### src/inc/hcss_defines.svh
// constants for the heading control skip sequencer
// assumes a 20 MHz aclk and a 32-bit AXI4-Lite register bus
`ifndef HCSS_DEFINES_SVH
`define HCSS_DEFINES_SVH

// ****************************************************************
// machine pin vector layout
// ****************************************************************
`define HCSS_PIN_W 23
`define HCSS_P_HEAD_X 0
`define HCSS_P_CF_RELEASE 1
`define HCSS_P_CB_HEAD 2
`define HCSS_P_CF_THIRD 3
`define HCSS_P_CB_SUSP_END 4
`define HCSS_P_CF_BODY 5
`define HCSS_P_CF_FEED 6
`define HCSS_P_MLP 7
`define HCSS_P_PM_190 8
`define HCSS_P_PM_SKIP 9
`define HCSS_P_CB_SKIP 10
`define HCSS_P_CB_START 11
`define HCSS_P_CB_OVF 12
`define HCSS_P_PM_OVF 13
`define HCSS_P_PM_LAST 14
`define HCSS_P_CARR_CB 15
`define HCSS_P_STOP_REL 16
`define HCSS_P_BRUSH1 17
`define HCSS_P_BRUSH2 18
`define HCSS_P_BRUSH12 19
`define HCSS_P_FCM 20
`define HCSS_P_SHIFTED 21
`define HCSS_P_CARDS_OUT 22

// ****************************************************************
// register map
// ****************************************************************
`define HCSS_OFS_CTRL 8'h00
`define HCSS_OFS_STATUS 8'h04
`define HCSS_CTRL_W 3
`define HCSS_CTRL_HEAD_EN 0
`define HCSS_CTRL_NI_OF 1
`define HCSS_CTRL_LIST 2
`define HCSS_CTRL_RST 3'h1
`define HCSS_STAT_W 17
`define HCSS_RESP_OKAY 2'h0
`define HCSS_RESP_SLVERR 2'h2

`endif

### src/inc/hcss_pkg.sv
// types of the heading control skip sequencer
// assumes hcss_defines.svh is on the include path
`include "hcss_defines.svh"
package hcss_pkg;

    // relay and latch states, bit 0 is past_first_latch
    typedef struct packed {
        logic heading_seen_latch;
        logic heading_hold_relay;
        logic run_heading_relay;
        logic program_suspend_relay;
        logic feed_cycle_companion;
        logic body_card_relay;
        logic skip_two_issued;
        logic skip_one_request;
        logic skip_two_request;
        logic all_skips_relay;
        logic skip_start_relay;
        logic high_speed_stop;
        logic overflow_sense_relay;
        logic overflow_sense_companion;
        logic last_line_relay;
        logic overflow_nonindicate_relay;
        logic past_first_latch;
    } hcss_relay_t;

    typedef struct packed {
        logic [`HCSS_PIN_W-1:0] prev;
        hcss_relay_t r;
        logic [`HCSS_CTRL_W-1:0] ctrl;
        logic aw_got;
        logic w_got;
        logic [7:0] waddr;
        logic [31:0] wdata;
        logic wlane0;
        logic bvalid;
        logic [1:0] bresp;
        logic rvalid;
        logic [31:0] rdata;
        logic [1:0] rresp;
    } hcss_state_t;

endpackage

### src/verilog/hcss_top.sv
// heading control and carriage skip sequencer with AXI4-Lite registers
// assumes cam, breaker and brush contacts arrive as asynchronous pins
//
// Operation
// heading mark from second reading sets heading latch, held till feed cam.
// heading latch sets hold relay and run relay; run holds till cards out.
// hold relay forces heading card print without list wiring.
// at third station feed cam, hold relay sets program suspend.
// suspend blocks program levels, passes unequal and first-card impulses.
// body relay cannot set while heading cards pass second reading.
// no repick without mark; hold relay drops at print 190 degrees.
// body relay sets from clear latch and feed-cycle companion.
// print cam with hold released and body set issues skip-to-2.
// request sets all-skips at breaker; then skip start, held till stop.
// interposer magnet first; clutch only through interposer contact.
// skip-to-2 stops only on channel 2 hole; stop holds until release.
// channel 12 hole sets overflow sense and companion until skip ends.
// last-line relay sets at print cam on last line, held till skip end.
// overflow only if next card not heading and no skip-to-1 pending.
// non-indicate relay sets from last line with panel wire, at breaker.
// skip-to-1 with another skip passes channel 1, stops at other.
// control tape leaves two spaces after a channel 1 punch.
// overflow skip clutches through overflow companion at low speed.
// in combined skip channel 1 sets past-first, enabling channel 2 stop.
// heading after heading keeps head control, suppresses skip-to-2.
// missing detail: first-card-minor requests skip-to-1 directly.
// any all-skips operation suppresses overflow start.
`timescale 1ns/1ns
`include "hcss_defines.svh"
module hcss_top (
    input wire logic aclk,
    input wire logic aresetn,
    input wire logic [`HCSS_PIN_W-1:0] machine_pins,
    input wire logic program_level_request,
    input wire logic unequal_compare_in,
    input wire logic first_card_in,
    output logic force_print_relay,
    output logic program_level_relays,
    output logic unequal_compare_out,
    output logic first_card_out,
    output logic run_heading_relay,
    output logic speed_interposer_magnet,
    output logic carriage_clutch_magnet,
    output logic high_speed_stop,
    input wire logic [7:0] s_axi_awaddr,
    input wire logic s_axi_awvalid,
    output logic s_axi_awready,
    input wire logic [31:0] s_axi_wdata,
    input wire logic [3:0] s_axi_wstrb,
    input wire logic s_axi_wvalid,
    output logic s_axi_wready,
    output logic [1:0] s_axi_bresp,
    output logic s_axi_bvalid,
    input wire logic s_axi_bready,
    input wire logic [7:0] s_axi_araddr,
    input wire logic s_axi_arvalid,
    output logic s_axi_arready,
    output logic [31:0] s_axi_rdata,
    output logic [1:0] s_axi_rresp,
    output logic s_axi_rvalid,
    input wire logic s_axi_rready
);

    hcss_pkg::hcss_state_t st_q;
    hcss_pkg::hcss_state_t st_d;
    logic [`HCSS_PIN_W-1:0] pins;
    logic [`HCSS_PIN_W-1:0] rise;
    logic [2:0] side_pins;

    // ****************************************************************
    // input synchronisation
    // ****************************************************************
    hcss_pin_sync #(
        .W(`HCSS_PIN_W + 3)
    ) u_sync (
        .aclk(aclk),
        .aresetn(aresetn),
        .pin_in({first_card_in, unequal_compare_in, program_level_request, machine_pins}),
        .pin_out({side_pins, pins})
    );

    assign rise = pins & ~st_q.prev;

    // 1: control, 2: status, 0: unmapped
    function automatic logic [1:0] reg_sel(input logic [7:0] addr);
        if (addr == `HCSS_OFS_CTRL)
        begin
            return 2'h1;
        end
        else if (addr == `HCSS_OFS_STATUS)
        begin
            return 2'h2;
        end
        return 2'h0;
    endfunction

    // ****************************************************************
    // relay sequencing and register bus
    // ****************************************************************
    always_comb
    begin
        st_d = st_q;
        st_d.prev = pins;

        // heading detection, clear first so a same-cycle mark wins
        if (rise[`HCSS_P_CF_RELEASE])
        begin
            st_d.r.heading_seen_latch = 1'b0;
        end
        if (rise[`HCSS_P_HEAD_X] && st_q.ctrl[`HCSS_CTRL_HEAD_EN])
        begin
            st_d.r.heading_seen_latch = 1'b1;
        end
        if (pins[`HCSS_P_CARDS_OUT])
        begin
            st_d.r.run_heading_relay = 1'b0;
        end
        if (rise[`HCSS_P_PM_190] && !st_q.r.heading_seen_latch)
        begin
            st_d.r.heading_hold_relay = 1'b0;
        end
        if (rise[`HCSS_P_CB_HEAD] && st_q.r.heading_seen_latch)
        begin
            st_d.r.heading_hold_relay = 1'b1;
            st_d.r.run_heading_relay = 1'b1;
        end

        // program suspend
        if (rise[`HCSS_P_CB_SUSP_END] && !st_q.r.heading_hold_relay)
        begin
            st_d.r.program_suspend_relay = 1'b0;
        end
        if (rise[`HCSS_P_CF_THIRD] && st_q.r.heading_hold_relay)
        begin
            st_d.r.program_suspend_relay = 1'b1;
        end

        // feed-cycle companion and body card
        if (rise[`HCSS_P_CF_FEED])
        begin
            st_d.r.feed_cycle_companion = !pins[`HCSS_P_MLP];
        end
        if (st_q.r.heading_seen_latch)
        begin
            st_d.r.body_card_relay = 1'b0;
        end
        if (rise[`HCSS_P_CF_BODY] && !st_q.r.heading_seen_latch
            && st_q.r.feed_cycle_companion)
        begin
            st_d.r.body_card_relay = 1'b1;
        end
        if (st_q.r.heading_hold_relay)
        begin
            st_d.r.skip_two_issued = 1'b0;
        end

        // skip end: stop relays drop every request and hold
        if (st_q.r.high_speed_stop)
        begin
            st_d.r.skip_one_request = 1'b0;
            st_d.r.skip_two_request = 1'b0;
            st_d.r.all_skips_relay = 1'b0;
            st_d.r.skip_start_relay = 1'b0;
            st_d.r.overflow_sense_relay = 1'b0;
            st_d.r.overflow_sense_companion = 1'b0;
            st_d.r.last_line_relay = 1'b0;
            st_d.r.overflow_nonindicate_relay = 1'b0;
            st_d.r.past_first_latch = 1'b0;
        end
        if (rise[`HCSS_P_STOP_REL])
        begin
            st_d.r.high_speed_stop = 1'b0;
        end

        // skip requests
        if (rise[`HCSS_P_PM_SKIP] && !st_q.r.heading_hold_relay && st_q.r.body_card_relay
            && !st_q.r.skip_two_issued)
        begin
            st_d.r.skip_two_request = 1'b1;
            st_d.r.skip_two_issued = 1'b1;
        end
        if (rise[`HCSS_P_FCM])
        begin
            st_d.r.skip_one_request = 1'b1;
        end

        // overflow
        if (rise[`HCSS_P_CARR_CB] && pins[`HCSS_P_BRUSH12])
        begin
            st_d.r.overflow_sense_relay = 1'b1;
            st_d.r.overflow_sense_companion = 1'b1;
        end
        if (rise[`HCSS_P_PM_LAST] && st_q.r.overflow_sense_relay)
        begin
            st_d.r.last_line_relay = 1'b1;
        end
        if (rise[`HCSS_P_CB_OVF] && st_q.r.last_line_relay && st_q.ctrl[`HCSS_CTRL_NI_OF]
            && !st_q.r.heading_seen_latch && !st_q.r.skip_one_request
            && !st_q.r.all_skips_relay)
        begin
            st_d.r.overflow_nonindicate_relay = 1'b1;
        end
        if (rise[`HCSS_P_PM_OVF] && st_q.r.overflow_nonindicate_relay)
        begin
            st_d.r.skip_one_request = 1'b1;
            st_d.r.skip_two_request = 1'b1;
        end

        // skip drive
        if (rise[`HCSS_P_CB_SKIP] && (st_q.r.skip_one_request || st_q.r.skip_two_request
            || st_q.r.overflow_nonindicate_relay))
        begin
            st_d.r.all_skips_relay = 1'b1;
        end
        if (rise[`HCSS_P_CB_START] && st_q.r.all_skips_relay && !st_q.r.high_speed_stop)
        begin
            st_d.r.skip_start_relay = 1'b1;
        end
        if (rise[`HCSS_P_CARR_CB] && pins[`HCSS_P_BRUSH1] && st_q.r.skip_start_relay
            && st_q.r.skip_one_request && st_q.r.skip_two_request)
        begin
            st_d.r.past_first_latch = 1'b1;
        end
        // stop on channel 2 for skip-to-2, channel 1 for a lone skip-to-1
        if (rise[`HCSS_P_CARR_CB] && st_q.r.skip_start_relay
            && ((pins[`HCSS_P_BRUSH2] && st_q.r.skip_two_request
            && (!st_q.r.skip_one_request || st_q.r.past_first_latch))
            || (pins[`HCSS_P_BRUSH1] && st_q.r.skip_one_request
            && !st_q.r.skip_two_request)))
        begin
            st_d.r.high_speed_stop = 1'b1;
        end

        // write channel
        if (s_axi_awvalid && !st_q.aw_got)
        begin
            st_d.aw_got = 1'b1;
            st_d.waddr = s_axi_awaddr;
        end
        if (s_axi_wvalid && !st_q.w_got)
        begin
            st_d.w_got = 1'b1;
            st_d.wdata = s_axi_wdata;
            st_d.wlane0 = s_axi_wstrb[0];
        end
        if (st_q.bvalid && s_axi_bready)
        begin
            st_d.bvalid = 1'b0;
        end
        if (st_q.aw_got && st_q.w_got && !st_q.bvalid)
        begin
            st_d.aw_got = 1'b0;
            st_d.w_got = 1'b0;
            st_d.bvalid = 1'b1;
            st_d.bresp = `HCSS_RESP_SLVERR;
            if (reg_sel(st_q.waddr) != 2'h0)
            begin
                st_d.bresp = `HCSS_RESP_OKAY;
            end
            if (reg_sel(st_q.waddr) == 2'h1 && st_q.wlane0)
            begin
                st_d.ctrl = st_q.wdata[`HCSS_CTRL_W-1:0];
            end
        end

        // read channel
        if (st_q.rvalid && s_axi_rready)
        begin
            st_d.rvalid = 1'b0;
        end
        if (s_axi_arvalid && !st_q.rvalid)
        begin
            st_d.rvalid = 1'b1;
            st_d.rdata = 32'h0;
            st_d.rresp = `HCSS_RESP_OKAY;
            case (reg_sel(s_axi_araddr))
                2'h1: st_d.rdata = {{(32 - `HCSS_CTRL_W){1'b0}}, st_q.ctrl};
                2'h2: st_d.rdata = {{(32 - `HCSS_STAT_W){1'b0}}, st_q.r};
                default: st_d.rresp = `HCSS_RESP_SLVERR;
            endcase
        end
    end

    always_ff @(posedge aclk)
    begin
        if (!aresetn)
        begin
            st_q <= '0;
            st_q.ctrl <= `HCSS_CTRL_RST;
        end
        else
        begin
            st_q <= st_d;
        end
    end

    // ****************************************************************
    // outputs
    // ****************************************************************
    assign force_print_relay = st_q.r.heading_hold_relay || st_q.ctrl[`HCSS_CTRL_LIST];
    assign program_level_relays = side_pins[0] && !st_q.r.program_suspend_relay;
    assign unequal_compare_out = side_pins[1];
    assign first_card_out = side_pins[2];
    assign run_heading_relay = st_q.r.run_heading_relay;
    // overflow skips run on the low-speed clutch path
    assign speed_interposer_magnet = st_q.r.skip_start_relay && !st_q.r.high_speed_stop
        && !st_q.r.overflow_sense_companion;
    assign carriage_clutch_magnet = st_q.r.skip_start_relay && !st_q.r.high_speed_stop
        && (st_q.r.overflow_sense_companion
        || (speed_interposer_magnet && pins[`HCSS_P_SHIFTED]));
    assign high_speed_stop = st_q.r.high_speed_stop;
    assign s_axi_awready = !st_q.aw_got;
    assign s_axi_wready = !st_q.w_got;
    assign s_axi_bvalid = st_q.bvalid;
    assign s_axi_bresp = st_q.bresp;
    assign s_axi_arready = !st_q.rvalid;
    assign s_axi_rvalid = st_q.rvalid;
    assign s_axi_rdata = st_q.rdata;
    assign s_axi_rresp = st_q.rresp;
endmodule

### src/verilog/hcss_pin_sync.sv
// three-stage input synchroniser with agreement filter
// assumes asynchronous machine contacts on every bit of pin_in
`timescale 1ns/1ns
module hcss_pin_sync #(
    parameter int W = 1
) (
    input wire logic aclk,
    input wire logic aresetn,
    input wire logic [W-1:0] pin_in,
    output logic [W-1:0] pin_out
);

    typedef struct packed {
        logic [W-1:0] s1;
        logic [W-1:0] s2;
        logic [W-1:0] s3;
        logic [W-1:0] filt;
    } hcss_sync_t;

    hcss_sync_t st_q;
    hcss_sync_t st_d;

    // a bit moves only once the second and third stages agree
    always_comb
    begin
        st_d = st_q;
        st_d.s1 = pin_in;
        st_d.s2 = st_q.s1;
        st_d.s3 = st_q.s2;
        st_d.filt = (~(st_q.s2 ^ st_q.s3) & st_q.s3) | ((st_q.s2 ^ st_q.s3) & st_q.filt);
    end

    always_ff @(posedge aclk)
    begin
        if (!aresetn)
        begin
            st_q <= '0;
        end
        else
        begin
            st_q <= st_d;
        end
    end

    assign pin_out = st_q.filt;

endmodule

### config.mk
export PLATFORM = sky130hd
export DESIGN_NAME = hcss_top
export DESIGN_NICKNAME = d
export VERILOG_FILES = /design/src/inc/hcss_pkg.sv /design/src/verilog/hcss_top.sv /design/src/verilog/hcss_pin_sync.sv
export VERILOG_INCLUDE_DIRS = /design/src /design/src/inc
export SDC_FILE = /design/constraint.sdc
export NUM_CORES = 1
export LEC_CHECK = 0
export BUFFER_PORTS_ARGS = -buffer_cell sky130_fd_sc_hd__buf_2
export CORE_ASPECT_RATIO = 2
export CORE_MARGIN = 10
export CORE_UTILIZATION = 48
export CTS_BUF_LIST = sky130_fd_sc_hd__clkbuf_16
export DETAILED_ROUTE_END_ITERATION = 12
export PLACE_DENSITY = 0.75
export SYNTH_ARGS = -nofsm -noshare
export SYNTH_HDL_FRONTEND = slang
export SYNTH_HIERARCHICAL = 1
export SYNTH_SLANG_ARGS = --single-unit
export TNS_END_PERCENT = 100
### constraint.sdc
create_clock -name aclk -period 1.45 [get_ports aclk]
set_input_delay 0.0725 -clock aclk [delete_from_list [all_inputs] [get_ports aclk]]
set_output_delay 0.0725 -clock aclk [all_outputs]
set_load 0.005 [all_outputs]
After elaboration in Yosys (flattened, before gate mapping)
Cells that the tools add are included.
{"block": "word_totals", "register_bits": 197, "output_inout_bits": 49, "elab_cells": 178}
{"block": "classes", "n_eq_ne": 5, "mux": 45, "bitwise_logic": 8, "reduce_logical": 87}
{"operator": "AND 26 bit", "n": 2}
{"operator": "logical AND 1 bit", "n": 44}
{"operator": "2-to-1 mux 35 bit", "n": 1}
{"operator": "one-hot mux 17 bit (2 select lines)", "n": 1}
{"operator": "nonzero test 2 bit", "n": 16}
{"operator": "2-to-1 mux 1 bit", "n": 27}
{"operator": "2-to-1 mux 2 bit", "n": 13}
{"operator": "NOT 26 bit", "n": 1}
{"operator": "OR 26 bit", "n": 1}
{"operator": "bitwise XOR 26 bit", "n": 1}
{"operator": "AND 21 bit", "n": 1}
{"operator": "NOT 21 bit", "n": 1}
{"operator": "== test 8 x 3 -> 1 bit (second input constant)", "n": 2}
{"operator": "zero test 8 bit", "n": 2}
{"operator": "zero test 1 bit", "n": 14}
{"operator": "logical OR 1 bit", "n": 6}
{"operator": "nonzero test 3 bit", "n": 2}
{"operator": "2-to-1 mux 5 bit", "n": 1}
{"operator": "== test 2 x 1 -> 1 bit (second input constant)", "n": 2}
{"operator": "2-to-1 mux 4 bit", "n": 1}
{"operator": "OR reduction 2 bit", "n": 2}
{"operator": "2-to-1 mux 3 bit", "n": 1}
{"operator": "== test 2 bit (second input constant)", "n": 1}
{"operator": "AND reduction 2 bit", "n": 1}
{"operator": "NOT 1 bit", "n": 1}

Logic depth before layout (Yosys ltp)
{"block": "depth", "ltp_word": 10, "depth_mapped": 5, "ltp_nobuf": 3}

Cells and area by module
Netlist, hierarchy kept.
{"mod": "hcss_pin_sync", "n_inst": 1, "cells_per_inst": 297, "area_each_um2": 3338.2, "seq_area_each_um2": 2082.0}
{"mod": "hcss_top", "n_inst": 1, "cells_per_inst": 283, "area_each_um2": 2896.5, "seq_area_each_um2": 1401.3}

Worst setup path before layout
No wires, ideal clock.
{"block": "synth_timing", "kind": "register to register", "startpoint": "register st_q[74] (netlist bit)", "endpoint": "register st_q[81] (netlist bit)", "t_arrival_ps": 1379, "setup_slack_ps": -1, "path_stages_with_launch": 4, "n_path_buf": 0, "period_less_slack_ps": 1451, "path_cell_list": "dfxtp_1 > or4_4 > nor4_4 > mux2i_1"}
{"block": "synth_between", "elab_chain_len": 9, "elab_cells_between_ends": 11}
{"element": "from (decl)", "line": "hcss_top.sv:64", "text": "hcss_pkg::hcss_state_t st_q;"}
{"element": "from (signal assigned)", "line": "hcss_top.sv:293", "text": "st_q <= st_d;"}
{"element": "== test 8 x 3 -> 1 bit (no source line)"}
{"element": "2-to-1 mux 1 bit", "line": "hcss_top.sv:90", "text": "else if (addr == `HCSS_OFS_STATUS)"}
{"element": "2-to-1 mux 1 bit", "line": "hcss_top.sv:86", "text": "if (addr == `HCSS_OFS_CTRL)"}
{"element": "2-to-1 mux 1 bit", "line": "hcss_top.sv:250", "text": "if (st_q.aw_got && st_q.w_got && !st_q.bvalid)"}
{"element": "2-to-1 mux 2 bit *", "line": "hcss_top.sv:94", "text": "return 2'h0;"}
{"element": "2-to-1 mux 2 bit *", "line": "hcss_top.sv:250"}
{"element": "== test 2 x 1 -> 1 bit *", "line": "hcss_top.sv:260", "text": "if (reg_sel(st_q.waddr) == 2'h1 && st_q.wlane0)"}
{"element": "logical AND 1 bit *", "line": "hcss_top.sv:260"}
{"element": "AND reduction 2 bit (no source line) *"}
Mark *: on every way between the ends. The rest lies on a longest branch, timed or not. The select of a mux whose other input is x is not followed.
A chain may end at the register's enable or synchronous reset.

Final worst setup path
{"block": "layout_timing", "startpoint": "register st_q[74] (netlist bit)", "endpoint": "register st_q[82] (netlist bit)"}
Same word-level chain as after synthesis.

==> results.cfg <==
[final_layout]
final_cells = 833
final_common_cell = dfxtp_1
nFillCells = 1067
diodes = 0
finalInstanceArea_sq_mm = 0.007422
final_cell_mix = dfxtp_1, and2_1, buf_2
seq_area_sq_mm = 0.003485
nNetsFinal = 755
synthToLayoutAreaGrowth_pct = 19.04
multi_input_area_sq_mm = 0.002161
drive_above_1_share = 0.2445

[min_path]
worstHoldPathType = input pin to register

[timing]
fmax_ghz = 0.6939
fin_skew_ns = 0.007799
rsz0062_at_grt = yes
period_share = 0.9939
whs_ns = 0.02803
setup_viol = 0
timing_max_transition_violations_final = 0
setup_tns_ns = 0
post-route-min-period_ns = 1.441
final_hold_viol_count = 0

[clock_tree]
cts_inserted_buffers = 17
clockBufferDepth = 2
cts-htree-levels = 4
clkTransAtPathRegs_ns = 0.06
cts_tree = yes
clock_sinks = 174
clk_latency_ns = 0.41
clock-root-buffer = clkbuf_16

[drt]
vias = 3937
drc = 0
ant_nets = 0
drt_wl_total_microns = 11370
avgRoutedWirePerCell_microns = 13.65
dr.pass1.iters = 4
vias_per_cell = 4.726
drt-initial-drc-count = 126

[run_status]
status = finished, final reports clean

[yosys]
synth-seq-area-share = 0.5587
synth_edf_count = 0
synthFlopType = dfxtp_1
syn_area_sq_mm = 0.006235
synth_seq_cells = 174
syn_avg_cell_area_sq_um = 10.75
synthCells = 580
ys_async_sr_fraction = 0
ys.warnings.count = 6
yosysUniqueCellTypes = 42

[die]
pin_count = 134
initial_core_util = 0.4938
die-area_sq_mm = 0.01822
row_count = 58
coreArea_sq_mm = 0.01263
die-width_microns = 100.6
die_y_microns = 181.2

[place]
hpwl_microns = 7770
post-place-cells = 756
placed_cell_area_sq_mm = 0.006427
io_buffers = 84
gp_congestion = 0.7465

[critical_path]
critical_path_arrival_ns = 1.79
cp-start-kind = register
required_ns = 1.79
end_kind = register
path_class = register to register
crit_fanout = 3

[pwr]
ir_worst_vdd_mv = 0.8951
leakagePower_nw = 3.055
p_total_w = 0.009616
pwr_density_cell_mw_per_mm2 = 1296

[global_route]
grt_pass1_vias = 4061
gr-total-overflow = 0
grt_max_degree = 84
antenna_found_initial = 0
grtUsageTotal = 0.1272
grt_pass1_wl_microns = 18870

[run]
max-cap-violations = 0
where the power goes:
group | switching [W] | internal [W] | total (W)
logic | 0.000199 | 0.000283 | 0.000482
registers | 0.0000517 | 0.00490 | 0.00496
clock network | 0.00182 | 0.00235 | 0.00418
critical path: stages (launching register included):
cell,delay [ns]
dfxtp_2,0.32
or4_4,0.56
nor4_4,0.14
buf_4,0.18
mux2i_1,0.18
cell type report:
cell class | count | share of cell area
multi-input cells | 322 | 0.2911
clock inverters | 15 | 0.01652
clock buffers | 17 | 0.05732
well taps | 150 | 0.02529
inverters | 16 | 0.008092
repair buffers | 139 | 0.1322
flip-flops and latches | 174 | 0.4695
metal layers:
metal / GRT usage / share of wire / up-vias
met5: 0 / 0 / -
met4: 0.04148 / 0.012 / 0
met3: 0.05235 / 0.057 / 8
met2: 0.2239 / 0.53 / 95
met1: 0.1303 / 0.40 / 1826
li1: - / - / 2008
logic make-up after synthesis:
| group | count (synthesis) | synth area share |
|---|---|---|
| AO/OA/AOI/OAI | 94 | 0.1222 |
| buffers and inverters | 100 | 0.1044 |
| flip-flops | 174 | 0.5587 |
| multiplexers | 18 | 0.02950 |
| other | 1 | 0.0006015 |
| AND/OR/NAND/NOR | 193 | 0.1846 |
metrics by stage:
stage	utilization	worst slack (ns)
after floorplan	-	0.007345
after global placement	0.5090	0.01521
after detailed placement	0.5090	-0.03217
after CTS	0.5871	-0.001705
after global routing	0.5878	-0.02760
final	0.5878	0.008818
timing repair:
action / CTS / global route
buffers inserted: 1 / 1
resized for setup: 1 / 1
endpoints found under the setup margin: 4 / 3
hold buffers: 43 / 0
endpoints found under the hold margin: 43 / 0
synthesized netlist by cell type, drive strengths merged (2+ instances only):
cell type  count  share of area
or3            2         0.0020
or4            2         0.0036
o21ai         28          0.022
a221oi         2         0.0028
nor2b         23          0.023
clkbuf        13         0.0080
nor3b          3         0.0036
and2          96          0.096
nand3b         3         0.0036
nor4           2         0.0068
mux2i         15          0.024
o211a          2         0.0032
nor2          10         0.0060
mux2           3         0.0054
buf           71          0.087
and3b          3         0.0042
nor4bb         2         0.0032
a32oi          3         0.0042
a31oi          4         0.0040
a21boi        32          0.052
nand2         38          0.023
a32o           3         0.0048
a22o          13          0.020
dfxtp        174           0.56
nand2b         5         0.0050
o31ai          2         0.0024
inv           16         0.0096
path summary, 6_finish.rpt:
path | from | to | slack [ns] | cells past startpoint
worst min-delay path | aresetn | register | 0.03 | 2
worst min register to register | u_sync/st_d[55] | u_sync/st_d[29] | 0.43 | 1
worst max register to register | st_q[74] | st_q[82] | 0.009 | 4
worst max-delay path | st_q[74] | st_q[82] | 0.009 | 4
Power figures use the tool's default switching activity.
